### src/verilog/rx_sup_pkg.sv
package rx_sup_pkg;
    // System clock
    localparam int unsigned CLK_HZ = 20_000_000;
    localparam int unsigned CLK_PERIOD_NS = 50;
    // Charge-done qualification time, must be exceeded
    localparam int unsigned CD_HOLD_NS = 50_000;
    localparam int unsigned CD_CYCLES = CD_HOLD_NS / CLK_PERIOD_NS + 1;
    // Blanking of low-current detection after power starts
    localparam int unsigned BLANK_S = 5;
    localparam int unsigned BLANK_CYCLES_DEF = BLANK_S * CLK_HZ;
    // APB byte offsets
    localparam logic [7:0] ADDR_CTRL = 8'h00;
    localparam logic [7:0] ADDR_IRQ_STAT = 8'h04;
    localparam logic [7:0] ADDR_IRQ_MASK = 8'h08;
    localparam logic [7:0] ADDR_STATE = 8'h0c;
    localparam logic [7:0] ADDR_POWER = 8'h10;
    localparam logic [7:0] ADDR_ADJUST = 8'h14;
    // Control fields
    localparam int unsigned CTRL_LOWCUR_EN = 0;
    localparam logic [0:0] CTRL_RESET = 1'h1;
    // Adjust register fields
    localparam int unsigned ADJ_GAIN_LSB = 0;
    localparam int unsigned ADJ_OFS_LSB = 8;
    localparam int unsigned ADJ_LOWOFS_LSB = 16;
    localparam logic [23:0] ADJUST_RESET = 24'h000080;
    // Interrupt event bits
    localparam int unsigned NIRQ = 6;
    localparam int unsigned IRQ_CHARGE = 0;
    localparam int unsigned IRQ_FULL = 1;
    localparam int unsigned IRQ_OVERCUR = 2;
    localparam int unsigned IRQ_OVERTEMP = 3;
    localparam int unsigned IRQ_XSUPPLY = 4;
    localparam int unsigned IRQ_EPT_SENT = 5;
    // Received-power packet header and gain unity point
    localparam logic [7:0] POWER_HEADER = 8'h04;
    localparam int unsigned GAIN_FRAC = 7;
    // End-transfer reason codes
    localparam logic [7:0] EPT_FULL = 8'h01;
    localparam logic [7:0] EPT_OVERTEMP = 8'h03;
    localparam logic [7:0] EPT_OVERCUR = 8'h05;
    localparam logic [7:0] EPT_XSUPPLY = 8'h00;
    // Supervisor states
    typedef enum logic [4:0] {
        ST_IDLE = 5'h01,
        ST_CHARGE = 5'h02,
        ST_DRAIN = 5'h04,
        ST_EPT = 5'h08,
        ST_HALT = 5'h10
    } sup_state_e;
endpackage : rx_sup_pkg

### src/verilog/rx_charge_supervisor.sv
// Decided for this implementation: the APB slave port and the register offsets.
module rx_charge_supervisor #(
    parameter int unsigned BLANK_CYCLES = rx_sup_pkg::BLANK_CYCLES_DEF
) (
    input wire logic SYS_CLK,
    input wire logic SYS_RST,
    input wire logic CHARGE_DONE_INPUT,
    input wire logic DONE_CURRENT_LOW,
    input wire logic DONE_CURRENT_SET_HIGH,
    input wire logic OVER_CURRENT,
    input wire logic THERMISTOR_HOT,
    input wire logic SUPPLY_ABOVE_ON,
    input wire logic SUPPLY_BELOW_OFF,
    input wire logic POWER_OFFSET_SET_HIGH,
    input wire logic LOW_CURRENT_OFFSET_SELECT,
    input wire logic CURRENT_BELOW_OFFSET,
    input wire logic CURRENT_ABOVE_RISE,
    input wire logic CURRENT_BELOW_FALL,
    input wire logic POWER_PRESENT,
    input wire logic OUTPUT_AT_ZERO,
    input wire logic [7:0] MEASURED_POWER,
    input wire logic EPT_ACK,
    input wire logic PSEL,
    input wire logic PENABLE,
    input wire logic PWRITE,
    input wire logic [7:0] PADDR,
    input wire logic [31:0] PWDATA,
    output logic [31:0] PRDATA,
    output logic PREADY,
    output logic PSLVERR,
    output logic OUTPUT_ENABLE,
    output logic EPT_VALID,
    output logic [7:0] EPT_CODE,
    output logic [7:0] POWER_HEADER_OUT,
    output logic [7:0] RECEIVED_POWER_FIELD,
    output logic STATUS_LED,
    output logic EXTERNAL_SWITCH_DRIVE,
    output logic RECT_TARGET_HIGH,
    output logic IRQ
);
    import rx_sup_pkg::*;

    localparam int unsigned NIN = 13;
    // Synchroniser stages for all comparator and pin flags except output-zero and EPT_ACK
    logic [NIN-1:0] in_meta_r;
    logic [NIN-1:0] in_sync_r;
    logic cd_s, dcl_s, dset_s, oc_s, ot_s, xon_s, xoff_s;
    logic ofs_hi_s, lsel_s, below_ofs_s, rise_s, fall_s, pwr_s;
    logic zero_s;
    logic [7:0] meas_r; // Measured power, taken as synchronous
    // Debounce and blanking counters
    logic [10:0] cd_cnt_r;
    logic cd_full_r; // Qualified charge-done
    logic [31:0] blank_cnt_r;
    logic armed_r; // Low-current check allowed
    // Supervisor state
    sup_state_e state_r;
    sup_state_e state_nxt;
    logic out_en_r, ept_valid_r, led_r, xsw_r, rect_hi_r;
    logic [7:0] ept_code_r;
    logic [7:0] power_r;
    // Software registers
    logic [0:0] ctrl_r;
    logic [23:0] adjust_r;
    logic [NIRQ-1:0] irq_stat_r;
    logic [NIRQ-1:0] irq_mask_r;
    logic irq_r;
    logic [31:0] prdata_r;
    logic pready_r, pslverr_r;
    // Events
    logic cur_full, full_evt, fault_evt;
    logic [7:0] fault_code;
    logic [NIRQ-1:0] evt;
    logic wr_en;

    // Saturating 8-bit add
    function automatic logic [7:0] sat_add(input logic [7:0] a, input logic [7:0] b);
        logic [8:0] s;
        s = {1'b0, a} + {1'b0, b};
        sat_add = s[8] ? 8'hff : s[7:0];
    endfunction : sat_add

    // True when an address maps to a register
    function automatic logic addr_hit(input logic [7:0] a);
        addr_hit = (a == ADDR_CTRL) || (a == ADDR_IRQ_STAT) || (a == ADDR_IRQ_MASK)
            || (a == ADDR_STATE) || (a == ADDR_POWER) || (a == ADDR_ADJUST);
    endfunction : addr_hit

    // Two-stage synchroniser, first stage read only by second
    always_ff @(posedge SYS_CLK) begin
        if (SYS_RST) begin
            in_meta_r <= '0;
            in_sync_r <= '0;
        end else begin
            in_meta_r <= {CHARGE_DONE_INPUT, DONE_CURRENT_LOW, DONE_CURRENT_SET_HIGH,
                OVER_CURRENT, THERMISTOR_HOT, SUPPLY_ABOVE_ON, SUPPLY_BELOW_OFF,
                POWER_OFFSET_SET_HIGH, LOW_CURRENT_OFFSET_SELECT, CURRENT_BELOW_OFFSET,
                CURRENT_ABOVE_RISE, CURRENT_BELOW_FALL, POWER_PRESENT};
            in_sync_r <= in_meta_r;
        end
    end
    assign {cd_s, dcl_s, dset_s, oc_s, ot_s, xon_s, xoff_s, ofs_hi_s, lsel_s, below_ofs_s,
        rise_s, fall_s, pwr_s} = in_sync_r;

    // Output-zero flag and measured power
    logic zero_meta_r, zero_r;
    always_ff @(posedge SYS_CLK) begin
        if (SYS_RST) begin
            zero_meta_r <= 1'b0;
            zero_r <= 1'b0;
            meas_r <= 8'h00;
        end else begin
            zero_meta_r <= OUTPUT_AT_ZERO;
            zero_r <= zero_meta_r;
            meas_r <= MEASURED_POWER;
        end
    end
    assign zero_s = zero_r;

    // Charge-done qualification: high for CD_CYCLES + 1 cycles in a row
    always_ff @(posedge SYS_CLK) begin
        if (SYS_RST) begin
            cd_cnt_r <= '0;
            cd_full_r <= 1'b0;
        end else if (!cd_s) begin
            cd_cnt_r <= '0; // Low releases the request
            cd_full_r <= 1'b0;
        end else if (cd_cnt_r != 11'(CD_CYCLES)) begin
            cd_cnt_r <= cd_cnt_r + 11'h001;
        end else begin
            cd_full_r <= 1'b1;
        end
    end

    // Blanking timer runs from the start of charging
    always_ff @(posedge SYS_CLK) begin
        if (SYS_RST || state_r != ST_CHARGE) begin
            blank_cnt_r <= '0;
            armed_r <= 1'b0;
        end else if (blank_cnt_r != BLANK_CYCLES) begin
            blank_cnt_r <= blank_cnt_r + 32'h1;
        end else begin
            armed_r <= 1'b1;
        end
    end

    // Low-current full charge, gated by pin, input and software
    assign cur_full = dcl_s && armed_r && !cd_s && !dset_s
        && ctrl_r[CTRL_LOWCUR_EN];
    assign full_evt = cd_full_r || cur_full;
    // Faults ranked ahead of full charge
    always_comb begin
        fault_evt = 1'b1;
        if (oc_s) begin
            fault_code = EPT_OVERCUR;
        end else if (ot_s) begin
            fault_code = EPT_OVERTEMP;
        end else if (xon_s) begin
            fault_code = EPT_XSUPPLY;
        end else begin
            fault_code = EPT_FULL;
            fault_evt = 1'b0;
        end
    end

    // Next-state logic
    always_comb begin
        state_nxt = state_r;
        case (state_r)
            ST_IDLE: begin
                // Start only when nothing holds the output off
                if (pwr_s && !cd_s && !xsw_r && !fault_evt) begin
                    state_nxt = ST_CHARGE;
                end
            end
            ST_CHARGE: begin
                if (fault_evt) begin
                    state_nxt = ST_EPT;
                end else if (full_evt) begin
                    state_nxt = ST_DRAIN;
                end else if (!pwr_s) begin
                    state_nxt = ST_IDLE;
                end
            end
            ST_DRAIN: begin
                // Wait for the output to collapse
                if (zero_s || fault_evt) begin
                    state_nxt = ST_EPT;
                end
            end
            ST_EPT: begin
                if (EPT_ACK) begin
                    state_nxt = ST_HALT;
                end
            end
            ST_HALT: begin
                // Transmitter drops power before a restart
                if (!pwr_s) begin
                    state_nxt = ST_IDLE;
                end
            end
            default: begin
                state_nxt = ST_IDLE;
            end
        endcase
    end

    // State register
    always_ff @(posedge SYS_CLK) begin
        if (SYS_RST) begin
            state_r <= ST_IDLE;
        end else begin
            state_r <= state_nxt;
        end
    end

    // Regulator output enable follows charging only
    always_ff @(posedge SYS_CLK) begin
        if (SYS_RST) begin
            out_en_r <= 1'b0;
        end else begin
            out_en_r <= (state_nxt == ST_CHARGE);
        end
    end

    // End-transfer request held until the link takes it
    always_ff @(posedge SYS_CLK) begin
        if (SYS_RST) begin
            ept_valid_r <= 1'b0;
            ept_code_r <= EPT_FULL;
        end else if (state_r == ST_CHARGE && fault_evt) begin
            ept_valid_r <= 1'b1;
            ept_code_r <= fault_code;
        end else if (state_r == ST_DRAIN && fault_evt) begin
            ept_valid_r <= 1'b1;
            ept_code_r <= fault_code;
        end else if (state_r == ST_DRAIN && zero_s) begin
            ept_valid_r <= 1'b1;
            ept_code_r <= EPT_FULL;
        end else if (state_r == ST_EPT && EPT_ACK) begin
            ept_valid_r <= 1'b0;
        end
    end

    // LED lit only in the charging state
    always_ff @(posedge SYS_CLK) begin
        if (SYS_RST) begin
            led_r <= 1'b0;
        end else begin
            led_r <= (state_nxt == ST_CHARGE);
        end
    end

    // External supply switch with comparator hysteresis
    always_ff @(posedge SYS_CLK) begin
        if (SYS_RST) begin
            xsw_r <= 1'b0;
        end else if (xon_s) begin
            xsw_r <= 1'b1;
        end else if (xoff_s) begin
            xsw_r <= 1'b0;
        end
    end

    // Rectifier target chosen from separate rise and fall points
    always_ff @(posedge SYS_CLK) begin
        if (SYS_RST) begin
            rect_hi_r <= 1'b0;
        end else if (rise_s) begin
            rect_hi_r <= 1'b1;
        end else if (fall_s) begin
            rect_hi_r <= 1'b0;
        end
    end

    // Received power: gain in 1/128 steps, then offsets, saturated
    logic [15:0] prod;
    logic [7:0] scaled, ofs, lofs;
    always_comb begin
        prod = meas_r * adjust_r[ADJ_GAIN_LSB +: 8];
        scaled = (prod[15:GAIN_FRAC] > 9'h0ff) ? 8'hff : prod[GAIN_FRAC +: 8];
        ofs = ofs_hi_s ? 8'h00 : adjust_r[ADJ_OFS_LSB +: 8];
        lofs = (lsel_s && below_ofs_s) ? adjust_r[ADJ_LOWOFS_LSB +: 8] : 8'h00;
    end
    always_ff @(posedge SYS_CLK) begin
        if (SYS_RST) begin
            power_r <= 8'h00;
        end else begin
            power_r <= sat_add(sat_add(scaled, ofs), lofs);
        end
    end

    // Interrupt events
    assign evt[IRQ_CHARGE] = (state_r == ST_IDLE) && (state_nxt == ST_CHARGE);
    assign evt[IRQ_FULL] = (state_r == ST_CHARGE) && (state_nxt == ST_DRAIN);
    assign evt[IRQ_OVERCUR] = oc_s && (state_r == ST_CHARGE);
    assign evt[IRQ_OVERTEMP] = ot_s && (state_r == ST_CHARGE);
    assign evt[IRQ_XSUPPLY] = xon_s && !xsw_r;
    assign evt[IRQ_EPT_SENT] = (state_r == ST_EPT) && EPT_ACK;

    // APB: one wait state, write lands on the ready edge
    assign wr_en = PSEL && PENABLE && pready_r && PWRITE;
    always_ff @(posedge SYS_CLK) begin
        if (SYS_RST) begin
            pready_r <= 1'b0;
            pslverr_r <= 1'b0;
            prdata_r <= '0;
        end else begin
            pready_r <= PSEL && PENABLE && !pready_r;
            pslverr_r <= PSEL && PENABLE && !pready_r && !addr_hit(PADDR);
            if (PSEL && !PENABLE && !PWRITE) begin
                // Read data captured in the setup cycle
                case (PADDR)
                    ADDR_CTRL: prdata_r <= {31'h0, ctrl_r};
                    ADDR_IRQ_STAT: prdata_r <= {26'h0, irq_stat_r};
                    ADDR_IRQ_MASK: prdata_r <= {26'h0, irq_mask_r};
                    ADDR_STATE: prdata_r <= {20'h0, xsw_r, rect_hi_r, armed_r, cd_full_r,
                        out_en_r, ept_valid_r, 1'b0, state_r};
                    ADDR_POWER: prdata_r <= {24'h0, power_r};
                    ADDR_ADJUST: prdata_r <= {8'h0, adjust_r};
                    default: prdata_r <= '0;
                endcase
            end
        end
    end

    // Writable registers
    always_ff @(posedge SYS_CLK) begin
        if (SYS_RST) begin
            ctrl_r <= CTRL_RESET;
            adjust_r <= ADJUST_RESET;
            irq_mask_r <= '0;
        end else if (wr_en) begin
            case (PADDR)
                ADDR_CTRL: ctrl_r <= PWDATA[0:0];
                ADDR_IRQ_MASK: irq_mask_r <= PWDATA[NIRQ-1:0];
                ADDR_ADJUST: adjust_r <= PWDATA[23:0];
                default: ctrl_r <= ctrl_r;
            endcase
        end
    end

    // Sticky status, write one to clear, new event wins
    always_ff @(posedge SYS_CLK) begin
        if (SYS_RST) begin
            irq_stat_r <= '0;
        end else if (wr_en && PADDR == ADDR_IRQ_STAT) begin
            irq_stat_r <= (irq_stat_r & ~PWDATA[NIRQ-1:0]) | evt;
        end else begin
            irq_stat_r <= irq_stat_r | evt;
        end
    end

    // Level interrupt from unmasked status
    always_ff @(posedge SYS_CLK) begin
        if (SYS_RST) begin
            irq_r <= 1'b0;
        end else begin
            irq_r <= |(irq_stat_r & irq_mask_r);
        end
    end

    assign PRDATA = prdata_r;
    assign PREADY = pready_r;
    assign PSLVERR = pslverr_r;
    assign OUTPUT_ENABLE = out_en_r;
    assign EPT_VALID = ept_valid_r;
    assign EPT_CODE = ept_code_r;
    assign POWER_HEADER_OUT = POWER_HEADER;
    assign RECEIVED_POWER_FIELD = power_r;
    assign STATUS_LED = led_r;
    assign EXTERNAL_SWITCH_DRIVE = xsw_r;
    assign RECT_TARGET_HIGH = rect_hi_r;
    assign IRQ = irq_r;
endmodule : rx_charge_supervisor

### config.mk
export PLATFORM = sky130hd
export DESIGN_NAME = rx_charge_supervisor
export DESIGN_NICKNAME = d
export VERILOG_FILES = /design/src/verilog/rx_sup_pkg.sv /design/src/verilog/rx_charge_supervisor.sv
export SDC_FILE = /design/constraint.sdc
export NUM_CORES = 1
export LEC_CHECK = 0
export BUFFER_PORTS_ARGS = -buffer_cell sky130_fd_sc_hd__buf_2
export CAP_MARGIN = 10
export CORE_ASPECT_RATIO = 0.5
export CORE_MARGIN = 3
export CORE_UTILIZATION = 45
export CTS_BUF_LIST = sky130_fd_sc_hd__clkbuf_2
export DETAILED_ROUTE_END_ITERATION = 10
export PLACE_DENSITY = 0.72
export SKIP_LAST_GASP = 1
export SYNTH_ARGS = -nofsm -noshare
export SYNTH_HDL_FRONTEND = slang
export SYNTH_SLANG_ARGS = --single-unit
### constraint.sdc
create_clock -name SYS_CLK -period 7.6 [get_ports SYS_CLK]
set_input_delay 0.76 -clock SYS_CLK [delete_from_list [all_inputs] [get_ports SYS_CLK]]
set_output_delay 0.76 -clock SYS_CLK [all_outputs]
set_load 0.02 [all_outputs]
# Word level (Yosys, flattened, before mapping)
# Cells that the tools add are included.
# W data, S select, Z words.
[totals]
regBits = 178
in_bits = 68
out_inout_bits = 64
word_cells = 133
[classes]
n_addsub = 4
mul = 1
order_cmp = 1
eq_ne = 15
n_mux = 31
bitwise = 6
n_reduce_logical = 51
[ops]
columns = ["cell", "count"]
rows = [
  ["$pmux W24 S6", 1],
  ["$mux W8", 8],
  ["$add A32 B1 Y32 const B", 1],
  ["$ne A32 B27 Y1 const B", 1],
  ["$mux W5", 6],
  ["$logic_and A1 B1 Y1", 25],
  ["$pmux W5 S5", 1],
  ["$add A8 B8 Y9", 2],
  ["$eq A8 B4 Y1 const B", 2],
  ["$eq A8 B5 Y1 const B", 2],
  ["$mul A8 B8 Y16", 1],
  ["$and A6 B6 Y6", 2],
  ["$mux W1", 12],
  ["$or A6 B6 Y6", 2],
  ["$add A11 B1 Y11 const B", 1],
  ["$ne A11 B10 Y1 const B", 1],
  ["$eq A5 B2 Y1 const B", 2],
  ["$eq A5 B3 Y1 const B", 2],
  ["$gt A9 B8 Y1 const B", 1],
  ["$eq A8 B3 Y1 const B", 1],
  ["$logic_not A1 Y1", 8],
  ["$logic_not A8 Y1", 1],
  ["$logic_or A1 B1 Y1", 8],
  ["$mux W6", 1],
  ["14 further kinds", 17],
]

# Logic depth before layout (Yosys ltp)
# Gate-level depths: netlist (run 1).
[logic_depth]
word_depth = 12
ltp_mapped = 34

# Worst setup path after synthesis (run 1)
# Ideal clock, no wire load.
[synth_timing]
path_type = "register -> register"
startpoint = "register adjust_r[6]"
endpoint = "register power_r[0] (netlist: RECEIVED_POWER_FIELD[0])"
setup_time_ns = 0.132
arrival_ns = 7.406
t_required_ns = 7.468
path_slack_ns = 0.062
stages_incl_launch_ff = 33
period_less_slack_ns = 7.538
cell_sequence = "dfxtp_1 -> clkbuf_1 -> and2_1 -> fa_1 -> fa_1 -> fa_1 -> inv_1 -> fa_1 -> inv_1 -> ha_1 -> a21oi_1 -> a211oi_1 -> a21oi_1 -> mux2_2 -> o311a_1 -> nand2b_1 -> ha_1 -> fa_1 -> a21o_1 -> a21oi_1 -> o21ai_0 -> a21o_1 -> a21oi_1 -> nand2b_1 -> ha_1 -> inv_1 -> fa_1 -> nor2b_1 -> o21a_1 -> o211ai_1 -> nand2_1 -> a31oi_1 -> a21oi_1"
[synth_between]
elab_chain_cells = 7
[synth_rtl]
columns = ["element", "line", "rtl"]
rows = [
  ["start, declared", "rx_charge_supervisor.sv:64", "logic [23:0] adjust_r;"],
  ["start signal, assigned", "rx_charge_supervisor.sv:337", "ADDR_ADJUST: adjust_r <= PWDATA[23:0];"],
  ["$mul A8 B8 Y16 (*)", "rx_charge_supervisor.sv:280", "prod = meas_r * adjust_r[ADJ_GAIN_LSB +: 8];"],
  ["$gt A9 B8 Y1", "rx_charge_supervisor.sv:281", "scaled = (prod[15:GAIN_FRAC] > 9'h0ff) ? 8'hff : prod[GAIN_FRAC +: 8];"],
  ["$mux W8 (*)", "rx_charge_supervisor.sv:281", ""],
  ["$add A8 B8 Y9 (*)", "rx_charge_supervisor.sv:79", "s = {1'b0, a} + {1'b0, b};"],
  ["$mux W8 (*)", "rx_charge_supervisor.sv:80", "sat_add = s[8] ? 8'hff : s[7:0];"],
  ["$add A8 B8 Y9 (*)", "rx_charge_supervisor.sv:79", ""],
  ["$mux W8 (*)", "rx_charge_supervisor.sv:80", ""],
  ["end signal, assigned", "rx_charge_supervisor.sv:289", "power_r <= sat_add(sat_add(scaled, ofs), lofs);"],
  ["end, declared", "rx_charge_supervisor.sv:61", "logic [7:0] power_r;"],
]
# Every way passes the cells marked *; elsewhere a longest branch is shown, timed or not.
# A chain may end at the register's enable or synchronous reset.

# Final worst setup path (run 1)
[layout_timing]
startpoint = "register adjust_r[3]"
endpoint = "register power_r[7] (netlist: RECEIVED_POWER_FIELD[7])"
# Same word-level chain as after synthesis.

==> flow_metrics.py, run 1 <==
metrics = {
    "outcome": {
        "status": "finished clean",
    },
    "critical_path": {
        "required_ns": 8.26,
        "start_kind": "register",
        "cp-end-kind": "register",
        "cp.arrival_ns": 7.98,
        "crit_path_max_fanout": 8,
        "path_common_cell": "fa_1",
        "critical_path_class": "reg2reg",
        "crit_slowest_cell": "fa_1",
        "slowest_delay_ns": 0.52,
    },
    "floorplanning": {
        "core-area_sq_um": 19900,
        "placementRows": 36,
        "initial_utilization": 0.468,
        "die_area_sq_um": 22500,
        "ios": 132,
        "die_w_um": 209,
        "die_h_um": 108,
    },
    "run": {
        "cap_violations": 0,
    },
    "cells_and_area": {
        "n_antenna_cell": 0,
        "ff_latch_area_sq_um": 3330,
        "layout-drive-gt1-share": 0.184,
        "num-fill-cells": 1814,
        "multiInputGateArea_sq_um": 5620,
        "synthToLayoutAreaGrowth_pct": 13.1,
        "nets": 1335,
    },
    "clocking": {
        "cts_max_path_buffers": 2,
        "clock_sinks": 165,
        "cts_hold_buf": 0,
        "cts_max_level": 4,
        "numCtsBuffers": 17,
        "clk_latency_ns": 0.77,
        "cts_root_buf": "clkbuf_2",
        "tritoncts": "built",
        "path_clk_slew_ns": 0.29,
    },
    "logic_synthesis": {
        "yosys_warnings": 0,
        "synth_area_sq_um": 9290,
        "yosys.area.top_type_share": 0.355,
        "synth_ff_type": "dfxtp_1",
        "synth_edf_count": 0,
        "synthCells": 1063,
        "synth_area_leader_cell": "dfxtp_1",
        "avgSynthCellArea_sq_um": 8.74,
        "synth-seq-cells": 165,
        "yosysMostFrequentCell": "dfxtp_1",
        "async_reset_ff_frac": 0,
        "synth_cell_type_count": 69,
        "synth.area.top_cells": "dfxtp_1 (36%), fa_1 (8.0%), ha_1 (7.1%), nand2_1 (4.5%), a21oi_1 (4.0%)",
        "yosysSeqAreaShare": 0.355,
        "synth.top_cells.by_count": "dfxtp_1 (165), nand2_1 (112), nor2_1 (88)",
    },
    "power": {
        "total_leakage_power_uw": 0.00462,
        "power_uw": 1500,
        "ir_drop_v": 0.0000835,
        "pwr_density_cell_nw_per_um2": 143,
    },
    "sta": {
        "fmaxAchievable_ghz": 0.137,
        "final_hold_viol_count": 0,
        "slew_headroom": 0.278,
        "tns_ns": 0,
        "setup_ws_ns": 0.274,
        "setup-violations-final": 0,
        "worst_pin_slew_ns": 1.08,
        "fin_crit_ns": 7.33,
        "holdWs_ns": 0.163,
        "slew_violations": 0,
        "clock-skew-final_ns": 0.0400,
        "final.period_utilization": 0.964,
    },
    "routing": {
        "routedWlPerCell_um": 14.9,
        "first_pass_iters": 5,
        "vias_per_cell": 5.27,
        "num_vias": 7680,
        "drt_iter0_markers": 458,
        "route.detailed.drc": 0,
        "wirelength_mm": 21.8,
        "antenna_left": 0,
    },
    "grt": {
        "grt_pass1_vias": 7480,
        "grt_start_max_net_pins": 71,
        "overflow": 0,
        "antenna_found_initial": 0,
        "grt_pass1_wl_mm": 35.5,
        "grt_use_total": 0.193,
    },
    "placement": {
        "dp_hpwl_mm": 16.5,
        "io_buffers": 102,
        "gp_congestion": 0.895,
        "pre_cts_slack_ns": -0.142,
    },
    "worst_hold_path": {
        "hold_class": "in2reg",
    },
}
==> worst max-delay path: cells and delay by family (launching register included) <==
family	cells	cell delay, ns
mux	1	0.27
buf+inv	4	0.37
simple gates	7	1.36
fa+ha+maj	8	2.98
flops	1	0.40
compound gates	11	1.83
==> power by group <==
| group | internal, uW | switching [uW] | total, uW |
|---|---|---|---|
| clock | 139 | 352 | 492 |
| combinational | 45.2 | 72.9 | 118 |
| sequential | 881 | 12.5 | 894 |
| total | 1070 | 438 | 1500 |
==> worst paths after layout <==
kind | startpoint | depth (start not counted) | to | slack, ns
max | adjust_r[3] | 31 | RECEIVED_POWER_FIELD[7] | 0.27
min | MEASURED_POWER[6] | 2 | meas_r[6] | 0.16
max reg2reg | adjust_r[3] | 31 | RECEIVED_POWER_FIELD[7] | 0.27
min reg2reg | in_meta_r[3] | 1 | in_sync_r[3] | 0.46
==> sequential cells by signal, summed over array words and instances, names as in the netlist, 8 cells and up <==
name / flops
blank_cnt_r: 32
PRDATA: 24
adjust_r: 24
in_meta_r: 13
in_sync_r: 13
cd_cnt_r: 11
RECEIVED_POWER_FIELD: 8
meas_r: 8
==> stage by stage <==
| step | cells | area (sq um) | utilization |
|---|---|---|---|
| final | 1456 | 10500 | 0.529 |
| after global routing | 1456 | 10500 | 0.529 |
| after CTS | 1446 | 10300 | 0.517 |
| after detailed placement | 1411 | 9990 | 0.503 |
| after global placement | 1411 | 9990 | 0.503 |
| after floorplan | 1082 | 9370 | - |
==> final cells by class <==
type / instances / share of cell area
repair buffers: 131 / 0.0699
multi-input cells: 797 / 0.534
well taps: 266 / 0.0317
clock inverters: 14 / 0.0151
flip-flops and latches: 165 / 0.317
clock buffers: 18 / 0.00857
inverters: 65 / 0.0232
==> cells by family after synthesis <==
logic type                 after synthesis  synth area share
AOI/OAI and AO/OA                      176             0.118
xor gates and xnor gates                49            0.0462
adders and majority gates               90             0.151
buffers and inverters                  120            0.0633
DFF                                    165             0.355
muxes                                   17            0.0184
other                                    2          0.000808
and+or+nand+nor                        444             0.247
==> cells in the final DEF (no fill, tap or decap), drive strengths merged, types with 3 or more instances in the layout <==
| cell type | n |
|---|---|
| a211oi | 4 |
| a21o | 7 |
| a21oi | 77 |
| a22o | 7 |
| a22oi | 21 |
| and2 | 52 |
| and3 | 19 |
| and4 | 6 |
| buf | 131 |
| clkbuf | 18 |
| conb | 21 |
| dfxtp | 165 |
| fa | 37 |
| ha | 53 |
| inv | 75 |
| mux2i | 16 |
| nand2 | 115 |
| nand2b | 10 |
| nand3 | 33 |
| nand3b | 4 |
| nand4 | 12 |
| nor2 | 91 |
| nor2b | 54 |
| nor3 | 18 |
| nor4 | 9 |
| nor4bb | 3 |
| o211ai | 3 |
| o21a | 3 |
| o21ai | 29 |
| o21bai | 3 |
| o22ai | 7 |
| or3 | 10 |
| xnor2 | 22 |
| xor2 | 27 |
==> metal layers <==
metal  up-vias  GRT usage  wire length [um]
met2       174      0.341             10700
met3        37     0.0376               928
met1      3690      0.243              9690
met5         -          0                 0
met4         0     0.0558               452
li1       3779          -                 -
==> what timing repair did <==
| action | CTS | global route |
|---|---|---|
| setup endpoints to repair | 8 | 8 |
| resized for setup | 12 | 38 |
| buffers inserted | 3 | 10 |
| pin swaps | 1 | 21 |
(Power assumes the default switching activity.)
==> run 2: changes to the inputs <==
--- a/config.mk
+++ b/config.mk
@@ -5,14 +5,15 @@
 export SDC_FILE = /design/constraint.sdc
 export NUM_CORES = 1
 export LEC_CHECK = 0
-export BUFFER_PORTS_ARGS = -buffer_cell sky130_fd_sc_hd__buf_2
+export BUFFER_PORTS_ARGS = -buffer_cell sky130_fd_sc_hd__clkbuf_2
 export CAP_MARGIN = 10
 export CORE_ASPECT_RATIO = 0.5
 export CORE_MARGIN = 3
 export CORE_UTILIZATION = 45
 export CTS_BUF_LIST = sky130_fd_sc_hd__clkbuf_2
+export CTS_CLUSTER_SIZE = 40
 export DETAILED_ROUTE_END_ITERATION = 10
-export PLACE_DENSITY = 0.72
+export PLACE_DENSITY_LB_ADDON = 0.2
 export SKIP_LAST_GASP = 1
 export SYNTH_ARGS = -nofsm -noshare
 export SYNTH_HDL_FRONTEND = slang
==> run 2 against run 1 <==
Final cell count increased by 0.55%. Sequential cell count unchanged. Count of clock-buffer cells in the layout decreased by 1. Via count decreased by 0.90%. Critical endpoint unchanged.
==> flow_metrics.py, run 2 (synthesis gave the netlist of run 1 again) <==
metrics = {
    "outcome": {
        "status": "finished clean",
    },
    "run": {
        "cap_violations": 0,
    },
    "routing": {
        "drt_iter0_markers": 544,
        "wirelength_mm": 21.6,
        "vias_per_cell": 5.20,
        "first_pass_iters": 5,
        "antenna_left": 0,
        "num_vias": 7611,
        "route.detailed.drc": 0,
        "routedWlPerCell_um": 14.7,
    },
    "power": {
        "total_leakage_power_uw": 0.00463,
        "pwr_density_cell_nw_per_um2": 142,
        "ir_drop_v": 0.0000780,
    },
    "clocking": {
        "numCtsBuffers": 17,
        "clk_latency_ns": 0.75,
        "cts_max_path_buffers": 2,
        "path_clk_slew_ns": 0.26,
        "clock_sinks": 165,
        "cts_root_buf": "clkbuf_2",
        "cts_max_level": 4,
        "cts_hold_buf": 0,
        "tritoncts": "built",
    },
    "grt": {
        "grt_start_max_net_pins": 71,
        "overflow": 0,
        "met2_usage": 0.327,
        "grt_use_total": 0.191,
        "grt_pass1_wl_mm": 34.9,
        "antenna_found_initial": 1,
        "busiest_layer": "met2",
        "grt_use_met3": 0.0440,
        "grt_pass1_vias": 7216,
        "use_met1": 0.248,
    },
    "floorplanning": {
        "die_w_um": 209,
        "initial_utilization": 0.468,
        "placementRows": 36,
        "ios": 132,
        "die_h_um": 108,
        "core-area_sq_um": 19900,
        "die_area_sq_um": 22500,
    },
    "sta": {
        "worst_pin_slew_ns": 1.09,
        "slew_headroom": 0.271,
        "setup_ws_ns": 0.306,
        "fmaxAchievable_ghz": 0.137,
        "slew_violations": 0,
        "setup-violations-final": 0,
        "clock-skew-final_ns": 0.0334,
        "fin_crit_ns": 7.29,
        "final.period_utilization": 0.960,
        "tns_ns": 0,
        "final_hold_viol_count": 0,
    },
    "critical_path": {
        "cp-end-kind": "register",
        "cp.arrival_ns": 7.93,
        "critical_path_class": "reg2reg",
        "start_kind": "register",
        "required_ns": 8.24,
        "slowest_delay_ns": 0.53,
        "crit_slowest_cell": "fa_1",
        "crit_path_max_fanout": 7,
        "path_common_cell": "fa_1",
    },
    "cells_and_area": {
        "largest_reg_flops": 32,
        "regMostFlops": "blank_cnt_r",
        "layout_common_cells": "dfxtp_1 (153), clkbuf_2 (118), nand2_1 (112)",
        "nets": 1342,
        "synthToLayoutAreaGrowth_pct": 13.5,
        "layout-drive-gt1-share": 0.184,
        "final_common_cell": "dfxtp_1",
    },
    "placement": {
        "io_buffers": 102,
        "pre_cts_slack_ns": -0.168,
        "gp_congestion": 0.850,
        "dp_hpwl_mm": 16.5,
    },
    "worst_hold_path": {
        "hold_class": "in2reg",
    },
}
-- run 2: cell types whose count changed in the layout (fill, tap and decap cells not counted), sizes merged --
cell	previous run	this run
buf	131	37
clkbuf	18	118
inv	75	73
diode	0	1
clkinv	2	5
-- run 2: path summary, 6_finish.rpt --
kind,start,endpoint,slack (ns),cells after the start
worst max-delay path,meas_r[5],RECEIVED_POWER_FIELD[7],0.31,31
worst min-delay path,THERMISTOR_HOT,in_meta_r[8],0.19,2
worst max register to register,meas_r[5],RECEIVED_POWER_FIELD[7],0.31,31
worst min register to register,in_meta_r[12],in_sync_r[12],0.44,1
-- run 2: timing repair --
| action | 4_1_cts | 5_1_grt |
|---|---|---|
| setup buffers | 3 | 11 |
| pin swaps | 3 | 16 |
| endpoints found under the setup margin | 8 | 8 |
| resized for setup | 15 | 29 |
-- run 2: where the power goes --
part / switching [uW] / total, uW / leakage [uW] / internal [uW]
logic: 73.7 / 121 / 0.00313 / 46.9
clock network: 345 / 481 / 0.000151 / 137
registers: 11.6 / 892 / 0.00134 / 881
total: 430 / 1490 / 0.00463 / 1060
-- run 2: area by class of cell --
type / count / area [sq um]
clock buffer: 17 / 85.1
fill: 1885 / 9310
inverter: 65 / 244
multi-input combinational: 797 / 5600
sequential: 165 / 3330
antenna: 1 / 2.50
tap: 266 / 333
clock inverter: 15 / 168
timing repair buffer: 138 / 787
-- run 2: layer usage --
layer	share of wire	routed length, um
met2	0.49	10600
met5	0	0
met3	0.045	976
met1	0.45	9800
met4	0.011	234
-- run 2: per-stage QoR --
| stage | instances | hold slack, ns | area [sq um] | util | power, uW |
|---|---|---|---|---|---|
| 5_1_grt | 1464 | 0.0814 | 10600 | 0.531 | 1560 |
| 3_3_place_gp | 1417 | 0.422 | 10000 | 0.505 | 1020 |
| 6_report | 1464 | 0.194 | 10600 | 0.531 | 1490 |
| 2_1_floorplan | 1082 | 0.413 | 9370 | - | 988 |
| 4_1_cts | 1452 | 0.128 | 10300 | 0.521 | 1500 |
| 3_5_place_dp | 1417 | 0.420 | 10000 | 0.505 | 1020 |
-- run 2: critical path, delay by kind of cell (launching register included) --
| kind | cells | cell delay (ns) |
|---|---|---|
| buf+inv | 4 | 0.37 |
| fa+ha+maj | 8 | 3.12 |
| mux | 1 | 0.33 |
| simple gates | 8 | 1.32 |
| compound gates | 10 | 1.63 |
| flops | 1 | 0.42 |
==> run 3: changes to the inputs <==
--- a/config.mk
+++ b/config.mk
@@ -5,6 +5,7 @@
 export SDC_FILE = /design/constraint.sdc
 export NUM_CORES = 1
 export LEC_CHECK = 0
+export ABC_AREA = 1
 export BUFFER_PORTS_ARGS = -buffer_cell sky130_fd_sc_hd__clkbuf_2
 export CAP_MARGIN = 10
 export CORE_ASPECT_RATIO = 0.5
==> run 3 against run 2 <==
Critical path depth up 3. Count of clock-buffer cells in the layout unchanged. Area after synthesis up 7.9%. Setup slack better by 0.28 ns. Clock skew up 0.0047 ns. Final cell count up 24%. Worst hold slack worse by 0.088 ns. Sequential cell count unchanged. Die area up 7.6%. Sequential power up 0.8%. First-iteration DRC count up 17%. Critical path type unchanged.
==> flow_metrics.py, run 3 <==
metrics = {
    "outcome": {
        "status": "finished clean",
    },
    "worst_hold_path": {
        "hold_class": "in2reg",
        "min_path_cells": 3,
    },
    "routing": {
        "first_pass_iters": 5,
        "drt_iter0_markers": 636,
        "routedWlPerCell_um": 13.9,
        "antenna_left": 0,
        "route.detailed.drc": 0,
        "num_vias": 9023,
        "vias_per_cell": 4.96,
        "wirelength_mm": 25.3,
    },
    "grt": {
        "grt_use_total": 0.213,
        "overflow": 0,
        "grt_start_max_net_pins": 68,
        "use_met1": 0.290,
        "grt_pass1_wl_mm": 41.8,
        "grt_pass1_vias": 8568,
        "antenna_found_initial": 1,
        "busiest_layer": "met2",
        "met2_usage": 0.347,
        "grt_use_met3": 0.0428,
    },
    "power": {
        "ir_drop_v": 0.0000948,
        "pwr-share-clk": 0.310,
        "switching_share": 0.306,
        "p_int_uw": 1030,
        "power_frac_comb": 0.084,
        "pwr_density_cell_nw_per_um2": 136,
        "seqPwrFrac": 0.606,
        "total_leakage_power_uw": 0.00529,
        "switchingPower_uw": 454,
    },
    "logic_synthesis": {
        "synth_edf_count": 0,
        "yosys.area.top_type_share": 0.329,
        "yosysMostFrequentCell": "nand2_1",
        "synth_cell_type_count": 45,
        "async_reset_ff_frac": 0,
        "yosys_warnings": 0,
        "synth.area.top_cells": "dfxtp_1 (33%), nand2_1 (11%), inv_1 (9.4%), fa_1 (7.4%), ha_1 (6.6%)",
        "avgSynthCellArea_sq_um": 6.99,
        "synth.top_cells.by_count": "nand2_1 (293), inv_1 (252), dfxtp_1 (165)",
        "synth-seq-cells": 165,
        "yosysSeqAreaShare": 0.329,
        "synth_area_leader_cell": "dfxtp_1",
        "synth_area_sq_um": 10000,
        "synth_ff_type": "dfxtp_1",
        "synthCells": 1435,
    },
    "sta": {
        "setup_ws_ns": 0.589,
        "final.period_utilization": 0.923,
        "fmaxAchievable_ghz": 0.143,
        "rsz0062_at_grt": "false",
        "setup-violations-final": 0,
        "worst_pin_slew_ns": 0.931,
        "tns_ns": 0,
        "fin_crit_ns": 7.01,
        "slew_violations": 0,
        "final_hold_viol_count": 0,
        "slew_headroom": 0.376,
        "clock-skew-final_ns": 0.0380,
    },
    "cells_and_area": {
        "final_common_cell": "nand2_1",
        "synthToLayoutAreaGrowth_pct": 8.66,
        "num-fill-cells": 2170,
        "layout_common_cells": "nand2_1 (293), inv_1 (252), dfxtp_1 (154)",
        "regMostFlops": "blank_cnt_r",
        "layout-drive-gt1-share": 0.124,
        "fin_area_sq_um": 10900,
        "largest_reg_flops": 32,
        "nets": 1672,
        "stdcell_count": 1820,
    },
    "critical_path": {
        "crit_slowest_cell": "fa_1",
        "path_common_cell": "inv_1",
        "critical_path.top_delay_family": "adder cells",
        "start_kind": "register",
        "cp-end-kind": "register",
        "reg2reg_depth": 34,
        "crit_path_max_fanout": 10,
        "worst-path-buf-inv": 6,
        "required_ns": 8.38,
        "cp_num_cells": 34,
        "slowest_delay_ns": 0.56,
        "critical_path_class": "reg2reg",
        "cp.arrival_ns": 7.79,
    },
    "floorplanning": {
        "core-area_sq_um": 21200,
        "initial_utilization": 0.473,
        "die_area_sq_um": 24200,
        "ios": 132,
        "die_w_um": 217,
        "placementRows": 37,
        "die_h_um": 112,
    },
    "clocking": {
        "clk_latency_ns": 0.81,
        "cts_setup_buffers": 0,
        "cts_root_buf": "clkbuf_2",
        "path_clk_slew_ns": 0.27,
        "cts_max_level": 4,
        "clock_sinks": 165,
        "tritoncts": "built",
        "numCtsBuffers": 17,
        "cts_max_path_buffers": 2,
    },
    "placement": {
        "place_inst": 1785,
        "io_buffers": 102,
        "gp_congestion": 0.862,
        "dp_hpwl_mm": 19.9,
        "post_dp_cell_area_sq_um": 10600,
        "pre_cts_slack_ns": 0.531,
    },
    "run": {
        "cap_violations": 0,
    },
}
-- run 3: cell types whose count changed after synthesis, sizes merged, moves of 13 or more --
cell / delta
a21oi: +38
a22oi: -21
and2: -52
and3: -18
inv: +195
mux2i: -16
nand2: +184
nand3: +57
nand4: +13
nor2: +75
nor2b: -54
o21ai: +61
xnor2: -14
xor2: -21
-- run 3: worst paths after layout --
| path | slack [ns] | end | startpoint |
|---|---|---|---|
| max | 0.59 | RECEIVED_POWER_FIELD[7] | adjust_r[5] |
| min reg2reg | 0.42 | in_sync_r[1] | in_meta_r[1] |
| max reg2reg | 0.59 | RECEIVED_POWER_FIELD[7] | adjust_r[5] |
| min | 0.11 | zero_meta_r | OUTPUT_AT_ZERO |
-- run 3: routing by layer --
layer	wire, um	up-vias	part of all wire
met1	12000	4139	0.47
met3	1280	27	0.051
met5	0	-	0
met4	299	0	0.012
li1	-	4631	-
met2	11700	226	0.46
-- run 3: tightest hold or removal path, stage by stage --
cell and delay (ns):
clkbuf_2 0.08, inv_1 0.04, nor2_1 0.03
-- run 3: area by class of cell --
class                      count  area, sq um  area share
clock inverter                15          138      0.0126
clock buffer                  17         85.1     0.00781
multi-input combinational    963         5460       0.501
inverter                     261          980      0.0899
timing repair buffer         106          546      0.0501
antenna                        1         2.50    0.000230
tap                          292          365      0.0335
sequential                   165         3320       0.305
-- run 3: cell families (layout without fill, tap and decap cells) --
family                     Yosys count  count (layout)  share of synthesized area
and+or+nand+nor                    618             618                      0.271
other                                2              22                   0.000749
AOI/OAI and AO/OA                  220             220                      0.113
xor gates and xnor gates            14              14                     0.0122
DFF                                165             165                      0.329
buffers and inverters              326             399                      0.133
adders and majority gates           90              90                      0.140
-- run 3: power by group through the flow --
stage          logic [uW]  clock network (uW)  registers [uW]
2_1_floorplan        86.4                   0             915
3_3_place_gp          122                   0             915
3_5_place_dp          124                   0             915
4_1_cts               125                 475             900
5_1_grt               141                 510             902
6_report              125                 459             899
-- run 3: metrics by stage --
| step | power (uW) | util | hold slack, ns |
|---|---|---|---|
| detailed placement | 1040 | 0.501 | 0.394 |
| global route | 1550 | 0.514 | -0.00242 |
| CTS | 1500 | 0.512 | 0.0135 |
| global placement | 1040 | 0.501 | 0.395 |
| floorplan | 1000 | - | 0.388 |
| finish | 1480 | 0.514 | 0.106 |
-- run 3: repair_timing --
action / CTS / global route
hold endpoints to repair: 0 / 2
setup endpoints to repair: 0 / 8
hold buffers: 0 / 2
resized for setup: 0 / 13
